### src/logic/prog_io_state_map.vh
// Purpose : Constants for the programming-mode pin state block
// Assumes : Included by bare name
// Notes   : Pin state selector codes and default cell loadings
`ifndef PROG_IO_STATE_MAP_VH
`define PROG_IO_STATE_MAP_VH

// Pin state selector codes (2 bits)
`define PST_DRIVE_HIGH   2'h0
`define PST_DRIVE_LOW    2'h1
`define PST_LAST_KNOWN   2'h2
`define PST_TRISTATE     2'h3

// Default cell loadings {input, output enable, output}
`define CELLS_TRISTATE   3'h4
`define CELLS_DRIVE_LOW  3'h6
`define CELLS_DRIVE_HIGH 3'h3

// Bit positions inside a 3-bit cell group
`define CELL_IN_BIT      2
`define CELL_OE_BIT      1
`define CELL_OUT_BIT     0

// Cell reset value after reset: tri-state loading
`define CELLS_RESET      3'h4

`endif

### src/logic/programming_io_state_hold.v
// Purpose : Forces user pin states while the device is in programming mode
// Assumes : Single clock i_clk_sys at 250 MHz; i_prog_mode comes from a pin domain
// Notes   : Per-pin state select, optional detailed cell loading
// Overview of operation
// - In programming mode each pin drives high, drives low, holds its last value or floats, as selected.
// - The last-known option captures the pin's drive at programming entry and holds it until exit.
// - Default cells (in,oe,out) are 1,0,0 for float, 1,1,0 for low, 0,1,1 for high, sampled for last-known.
// - An output enable cell of 0 floats the pin whatever the other cells hold.
// - Detailed mode lets the input cell be loaded per pin, and the output cell too when the pin floats.
// - Don't-care cells (input always, output when enable is 0) never change the pin's output.
// - All three cells loaded with 1 at the drive-high select drives the pin high and stores 1 in the input cell.
`timescale 1ns/10ps
`include "prog_io_state_map.vh"
module programming_io_state_hold
#(
   parameter N_PINS = 8
)
(
   // Clock, reset, enable
   input  wire                i_clk_sys,
   input  wire                i_sys_rst,
   input  wire                i_ce,
   // Programming mode control (asynchronous level)
   input  wire                i_prog_mode,
   // Configuration: 2 bits of state select and 3 detail cells per pin
   input  wire [2*N_PINS-1:0] i_pin_state,
   input  wire                i_detail_mode,
   input  wire [3*N_PINS-1:0] i_detail_cells,
   input  wire                i_cell_load,
   // User logic drive and pad inputs
   input  wire [N_PINS-1:0]   i_user_out,
   input  wire [N_PINS-1:0]   i_user_oe,
   input  wire [N_PINS-1:0]   i_pad_in,
   // Pad drive
   output wire [N_PINS-1:0]   o_pad_out,
   output wire [N_PINS-1:0]   o_pad_oe,
   // Status
   output wire [3*N_PINS-1:0] o_cells,
   output reg                 o_prog_active
);

reg                prog_meta_reg;
reg                prog_sync_reg;
reg  [N_PINS-1:0]  pad_meta_reg;
reg  [N_PINS-1:0]  pad_sync_reg;
reg                load_pend_reg;
wire               prog_entry;

// Two-stage synchronisers; the first stage is read by nothing else
always @(posedge i_clk_sys or posedge i_sys_rst)
begin
   if (i_sys_rst)
   begin
      prog_meta_reg <= 1'b0;
      prog_sync_reg <= 1'b0;
      pad_meta_reg  <= {N_PINS{1'b0}};
      pad_sync_reg  <= {N_PINS{1'b0}};
   end
   else if (i_ce)
   begin
      prog_meta_reg <= i_prog_mode;
      prog_sync_reg <= prog_meta_reg;
      pad_meta_reg  <= i_pad_in;
      pad_sync_reg  <= pad_meta_reg;
   end
end

// Entry pulse is taken while the pads still follow user drive
assign prog_entry = prog_sync_reg & ~o_prog_active;

// Mode flag and a default load one cycle after entry
always @(posedge i_clk_sys or posedge i_sys_rst)
begin
   if (i_sys_rst)
   begin
      o_prog_active <= 1'b0;
      load_pend_reg <= 1'b0;
   end
   else if (i_ce)
   begin
      o_prog_active <= prog_sync_reg;
      load_pend_reg <= prog_entry;
   end
end

// One slice per pin
genvar g;
generate
   for (g = 0; g < N_PINS; g = g + 1)
   begin : g_pin
      pin_cell_slice u_slice
      (
         .i_clk_sys      (i_clk_sys),
         .i_sys_rst      (i_sys_rst),
         .i_ce           (i_ce),
         .i_prog_active  (o_prog_active),
         .i_prog_entry   (prog_entry),
         .i_pin_state    (i_pin_state[2*g+1:2*g]),
         .i_detail_mode  (i_detail_mode),
         .i_detail_cells (i_detail_cells[3*g+2:3*g]),
         .i_cell_load    (load_pend_reg | (i_cell_load & o_prog_active)),
         .i_user_out     (i_user_out[g]),
         .i_user_oe      (i_user_oe[g]),
         .i_pad_in_sync  (pad_sync_reg[g]),
         .o_pad_out      (o_pad_out[g]),
         .o_pad_oe       (o_pad_oe[g]),
         .o_cells        (o_cells[3*g+2:3*g])
      );
   end
endgenerate

endmodule // programming_io_state_hold

### src/logic/pin_cell_slice.v
// Purpose : Three boundary cells and pin drive for one user pin
// Assumes : Controls arrive synchronous to i_clk_sys
// Notes   : In programming mode an output enable cell low forces the pad to float
`timescale 1ns/10ps
`include "prog_io_state_map.vh"
module pin_cell_slice
(
   // Clock and reset
   input  wire       i_clk_sys,
   input  wire       i_sys_rst,
   input  wire       i_ce,
   // Mode control
   input  wire       i_prog_active,
   input  wire       i_prog_entry,
   input  wire [1:0] i_pin_state,
   input  wire       i_detail_mode,
   input  wire [2:0] i_detail_cells,
   input  wire       i_cell_load,
   // User logic and pad-side input
   input  wire       i_user_out,
   input  wire       i_user_oe,
   input  wire       i_pad_in_sync,
   // Pad drive and cell view
   output reg        o_pad_out,
   output reg        o_pad_oe,
   output wire [2:0] o_cells
);

reg  [2:0] cells_reg;
reg  [2:0] cells_next;
reg  [2:0] last_reg;
reg        pad_out_next;
reg        pad_oe_next;

assign o_cells = cells_reg;

// Cell value to load for the selected pin state
always @*
begin
   cells_next = cells_reg;
   if (i_prog_entry)
   begin
      // Capture of pre-programming drive happens at entry
      cells_next = {i_pad_in_sync, i_user_oe, i_user_out};
   end
   else if (i_cell_load)
   begin
      case (i_pin_state)
         `PST_DRIVE_HIGH: cells_next = `CELLS_DRIVE_HIGH;
         `PST_DRIVE_LOW:  cells_next = `CELLS_DRIVE_LOW;
         `PST_TRISTATE:   cells_next = `CELLS_TRISTATE;
         default:         cells_next = last_reg;
      endcase
      if (i_detail_mode)
      begin
         // Input cell is always free; output cell only free when floating
         cells_next[`CELL_IN_BIT] = i_detail_cells[`CELL_IN_BIT];
         if (i_pin_state == `PST_TRISTATE)
            cells_next[`CELL_OUT_BIT] = i_detail_cells[`CELL_OUT_BIT];
         else if (i_pin_state == `PST_DRIVE_HIGH && i_detail_cells == 3'h7)
            cells_next = 3'h7;
      end
   end
end

// Pad drive: cells in programming mode, user logic otherwise
always @*
begin
   if (i_prog_active)
   begin
      pad_oe_next  = cells_reg[`CELL_OE_BIT];
      pad_out_next = cells_reg[`CELL_OE_BIT] & cells_reg[`CELL_OUT_BIT];
   end
   else
   begin
      pad_oe_next  = i_user_oe;
      pad_out_next = i_user_out;
   end
end

// Registers; last_reg keeps the capture even if cells are reloaded
always @(posedge i_clk_sys or posedge i_sys_rst)
begin
   if (i_sys_rst)
   begin
      cells_reg <= `CELLS_RESET;
      last_reg  <= `CELLS_RESET;
      o_pad_out <= 1'b0;
      o_pad_oe  <= 1'b0;
   end
   else if (i_ce)
   begin
      cells_reg <= cells_next;
      if (i_prog_entry)
         last_reg <= {i_pad_in_sync, i_user_oe, i_user_out};
      o_pad_out <= pad_out_next;
      o_pad_oe  <= pad_oe_next;
   end
end

endmodule // pin_cell_slice

### config.mk
export PLATFORM = sky130hd
export DESIGN_NAME = programming_io_state_hold
export DESIGN_NICKNAME = d
export VERILOG_FILES = /design/src/logic/programming_io_state_hold.v /design/src/logic/pin_cell_slice.v
export VERILOG_INCLUDE_DIRS = /design/src /design/src/logic
export SDC_FILE = /design/constraint.sdc
export NUM_CORES = 1
export LEC_CHECK = 0
export BUFFER_PORTS_ARGS = -buffer_cell sky130_fd_sc_hd__buf_2
export CAP_MARGIN = 20
export CORE_UTILIZATION = 52
export CTS_CLUSTER_DIAMETER = 30
export DETAILED_ROUTE_END_ITERATION = 10
export HOLD_SLACK_MARGIN = 0.12
export PLACE_DENSITY = 0.85
export SLEW_MARGIN = 30
export SYNTH_ARGS = -nofsm -noshare
export SYNTH_HDL_FRONTEND = slang
export SYNTH_SLANG_ARGS = --single-unit
### constraint.sdc
create_clock -name i_clk_sys -period 3.5 [get_ports i_clk_sys]
set_input_delay 1.05 -clock i_clk_sys [delete_from_list [all_inputs] [get_ports i_clk_sys]]
set_output_delay 1.05 -clock i_clk_sys [all_outputs]
set_load 0.05 [all_outputs]
Yosys cells after proc, flatten, opt, wreduce, memory -nomap -nowiden
Cells that the tools add are included.
Word-level totals
  flip-flop bits (word level): 84
  bits of input ports: 70
  output and inout bits: 41
  logic and storage cells: 165
Cells by class
  eq/ne operators: 24
  muxes and demuxes: 72
  bitwise logic cells: 12
  reductions and logical operators: 19
Operators by type and width (number)
  2-to-1 mux 3 bit: 32
  case mux 3 bit (3 select lines): 8
  equality test 3 bit (second input constant): 8
  2-to-1 mux 1 bit: 24
  equality test 2 x 1 -> 1 bit (second input constant): 8
  equality test 2 bit (second input constant): 8
  logical NOT 2 bit: 8
  2-to-1 mux 2 bit: 8
  AND 1 bit: 10
  logical AND 1 bit: 8
  AND reduction 2 bit: 2
  nonzero test 2 bit: 1
  inverter 1 bit: 1
  OR 1 bit: 1

Depth between registers and ports, before layout
  depth in word-level cells: 7
  gate-level depth with buffers: 6
  mapped depth without buffers: 4

Hierarchy
Synthesis repeated with hierarchy kept, for this count alone.
Unflattened totals
  cell total of the unflattened synthesis: 357
  area, all modules: 4204.0 µm²
Modules (own cells, without submodules)
  pin_cell_slice: instances 8, cells an instance 39, area an instance 420.4 µm², sequential area each 202.7 µm²
  programming_io_state_hold: instances 1, cells an instance 45, area an instance 840.8 µm², sequential area each 500.5 µm²

Worst setup path before layout
Ideal clock, no wire load.
  path type: input to register
  from: input port i_ce
  to: register pad_meta_reg[3]
  library setup time: 0.125 ns
  arrival: 1.807 ns
  required time: 3.375 ns
  path slack: 1.568 ns
  cell stages on the path: 3
  buffers on the path: 2
  cells stage by stage: buf_2 -> clkbuf_1 -> mux2_2
RTL lines
  start, declared: line programming_io_state_hold.v:22  | input wire i_ce,
  end signal, assigned: line programming_io_state_hold.v:56  | pad_meta_reg <= {N_PINS{1'b0}};
  end signal, assigned: line programming_io_state_hold.v:63  | pad_meta_reg <= i_pad_in;
  end, declared: line programming_io_state_hold.v:44  | reg [N_PINS-1:0] pad_meta_reg;
No word-level cell between the ends.

Worst setup path after layout
  from: register o_prog_active
  to: output port o_prog_active
RTL lines
  start, declared: line programming_io_state_hold.v:39  | output reg o_prog_active
  start signal, assigned: line programming_io_state_hold.v:81  | o_prog_active <= prog_sync_reg;
No word-level cell between the ends.

==> insert_results.sql <==
INSERT INTO impl_metrics (metric_group, metric, value, unit) VALUES
('detailed_routing', 'avgViaCountPerCell', '5.37', ''),
('sta', 'max-slew-margin-rel', '0.484', ''),
('placed_design', 'dp.final_hpwl', '6580', 'um'),
('sta', 'timing.fmax', '0.417', 'GHz'),
('setup_path', 'startpoint_type', 'flip-flop', ''),
('placed_design', 'port_buffers', '102', ''),
('detailed_routing', 'routed_wirelength', '9330', 'um'),
('logic_synthesis', 'synthFlopType', 'sky130_fd_sc_hd__dfrtp_1', ''),
('power', 'maximum_vdd_drop', '0.000342', 'V'),
('power', 'power_density', '783', 'mW/mm^2'),
('logic_synthesis', 'mean_area_per_synthesized_cell', '9.68', 'um^2'),
('cts', 'worst_skew_pair.late_latency', '0.35', 'ns'),
('logic_synthesis', 'yosysSeqAreaShare', '0.526', ''),
('floorplanning', 'core-area', '0.00737', 'mm^2'),
('sta', 'finalHoldViolations', '0', ''),
('final_layout', 'antenna_cells', '0', ''),
('final_layout', 'drive_above_1_share', '0.337', ''),
('logic_synthesis', 'synth-edff-count', '0', ''),
('outcome', 'outcome', 'completed', ''),
('final_layout', 'final_nets', '567', ''),
('cts', 'ctsHtreeMaxLevel', '3', ''),
('job', 'timing.max_cap.violations', '0', ''),
('setup_path', 'cp_data_arrival_time', '1.35', 'ns'),
('cts', 'tritoncts_num_sinks', '84', ''),
('sta', 'max_slew.worst_pin.slew', '0.774', 'ns'),
('cts', 'post_cts_setup_bufs', '0', ''),
('sta', 'timing.setup.tns', '0', 'ns'),
('cts', 'cts-root-buf', 'sky130_fd_sc_hd__clkbuf_8', ''),
('final_layout', 'layout_area_overhead', '16.0', '%'),
('final_layout', 'finalInstanceArea', '0.00468', 'mm^2'),
('detailed_routing', 'drtIter0Drc', '164', ''),
('sta', 'clock-skew-final', '0.00738', 'ns'),
('setup_path', 'crit_path_end_kind', 'primary output', ''),
('setup_path', 'crit_path_max_incr_delay', '0.35', 'ns'),
('detailed_routing', 'residual_drc', '0', ''),
('global_routing', 'grt_pass1_wl', '15200', 'um'),
('placed_design', 'placed_cell_area', '0.00446', 'mm^2'),
('logic_synthesis', 'syn-instance-count', '417', ''),
('final_layout', 'most_common_library_cell_in_the_layout_ignoring_fill_and_taps', 'sky130_fd_sc_hd__buf_2', ''),
('floorplanning', 'row_count', '31', ''),
('floorplanning', 'dieArea', '0.00812', 'mm^2'),
('detailed_routing', 'drt_pre_antenna_iters', '4', ''),
('setup_path', 'cp_data_required_time', '2.45', 'ns'),
('floorplanning', 'initial_core_util', '0.548', ''),
('cts', 'clk_transition_reported_paths', '0.08', 'ns'),
('cts', 'hold_buffers', '0', ''),
('global_routing', 'antenna_found_initial', '0', ''),
('sta', 'min_cycle_time_layout', '2.40', 'ns'),
('sta', 'period_share', '0.685', ''),
('detailed_routing', 'ant_nets', '0', ''),
('cts', 'post_cts.resized_instances', '0', ''),
('logic_synthesis', 'mappedNetlistArea', '0.00404', 'mm^2'),
('placed_design', 'gp_congestion', '0.817', ''),
('sta', 'drv_slew', '0', ''),
('power', 'leakage', '0.00222', 'uW'),
('logic_synthesis', 'synth_async_sr_flop_share', '1.00', ''),
('floorplanning', 'io_pins', '111', ''),
('cts', 'clockBufferDepth', '2', ''),
('global_routing', 'grt_use_total', '0.239', ''),
('global_routing', 'grt.overflow.total', '0', ''),
('logic_synthesis', 'synth_seq_cells', '84', ''),
('detailed_routing', 'routedWlPerCell', '15.5', 'um'),
('setup_path', 'timing.critical_path.slowest_stage_cell', 'sky130_fd_sc_hd__dfrtp_1', ''),
('logic_synthesis', 'syn_nets', '487', ''),
('sta', 'setup_failing_eps_final', '0', ''),
('logic_synthesis', 'ys_types', '33', ''),
('setup_path', 'critical_path.cell_chain', 'buf_4 -> buf_2', ''),
('sta', 'grt_setup_unrepaired', 'no', ''),
('cts', 'cts-buffers-inserted', '9', ''),
('setup_path', 'worst-path-max-fanout', '29', ''),
('cts', 'cts_tree', 'built', ''),
('logic_synthesis', 'synth_warnings', '0', ''),
('detailed_routing', 'dr_total_vias', '3228', ''),
('floorplanning', 'die-height', '90.1', 'um'),
('global_routing', 'pin_count_of_the_biggest_net_entering_global_routing', '58', ''),
('setup_path', 'path_class', 'flip-flop to primary output', ''),
('final_layout', 'final_cell_mix', 'sky130_fd_sc_hd__buf_2 (102), sky130_fd_sc_hd__nand2_1 (92), sky130_fd_sc_hd__dfrtp_1 (68)', ''),
('min_path', 'worstHoldPathType', 'flip-flop to flip-flop', ''),
('global_routing', 'first_global_vias', '3100', ''),
('floorplanning', 'dieWidth', '90.1', 'um');
cells in the mapped netlist, drive strengths merged, types with 8 or more instances:
cell type	count	area share
nor2	23	0.022
dfrtp	68	0.42
nand2b	25	0.041
o2111ai	8	0.017
nor2b	8	0.012
a31oi	8	0.012
mux2	19	0.053
a211oi	8	0.015
nor3	8	0.012
a21oi	18	0.022
o21ai	29	0.038
nand3	22	0.027
mux2i	8	0.020
dfstp	16	0.10
buf	36	0.061
nand2	95	0.090
worst max-delay path, delay by kind of cell, from the launching register on:
family / cells / cell delay (ns)
flip-flops: 1 / 0.35
buffers and inverters: 2 / 0.64
routing by layer:
metal	up-vias	share of wire	GRT usage
met2	121	0.47	0.371
met5	-	0	0
met3	11	0.058	0.0457
met4	0	0.016	0.112
li1	1559	-	-
met1	1537	0.46	0.326
stage by stage:
stage               total power [uW]  instances  setup slack (ns)   util  hold WS (ns)
floorplan                       2630        417             0.311      -         0.440
finish                          3670        601              1.10  0.635         0.466
global placement                2860        585              1.12  0.605         0.449
global route                    3870        601              1.02  0.635         0.480
detailed placement              2910        585              1.09  0.605         0.453
CTS                             3690        601              1.08  0.635         0.464
where the power goes:
part	internal, uW	total (uW)	switching [uW]	leakage, uW
combinational	376	1380	1000	0.00113
clock	424	771	346	0.000114
sequential	1310	1520	204	0.000975
total	2110	3670	1550	0.00222
cell families after synthesis:
group	synth area share
DFF	0.526
AOI/OAI and AO/OA	0.124
muxes	0.0729
and+or+nand+nor	0.209
buffers and inverters	0.0682
layout make-up:
class                   count  area [um^2]
clock inverters             5         82.6
inverters                   4         16.3
clock buffers              11          141
repair buffers            108          556
multi-input cells         290         1640
well taps                  99          124
flip-flops and latches     84         2120
fillers                   631         2690
final timing paths:
check / start / end / slack, ns / depth (start not counted)
setup reg to reg: o_prog_active$_DFFE_PP0P_ / g_pin[4].u_slice.last_reg[2]$_DFFE_PP1P_ / 1.51 / 5
hold / removal: g_pin[2].u_slice.last_reg[2]$_DFFE_PP1P_ / g_pin[2].u_slice.last_reg[2]$_DFFE_PP1P_ / 0.47 / 2
max in group asynchronous: i_sys_rst / g_pin[7].u_slice.o_cells[2]$_DFFE_PP1P_ / 1.94 / 3
setup / recovery: o_prog_active$_DFFE_PP0P_ / o_prog_active / 1.10 / 2
min in group asynchronous: i_sys_rst / g_pin[7].u_slice.o_pad_out$_DFFE_PP0P_ / 0.73 / 2
hold reg to reg: g_pin[2].u_slice.last_reg[2]$_DFFE_PP1P_ / g_pin[2].u_slice.last_reg[2]$_DFFE_PP1P_ / 0.47 / 2
No activity file was read; power rests on OpenSTA's default activity.
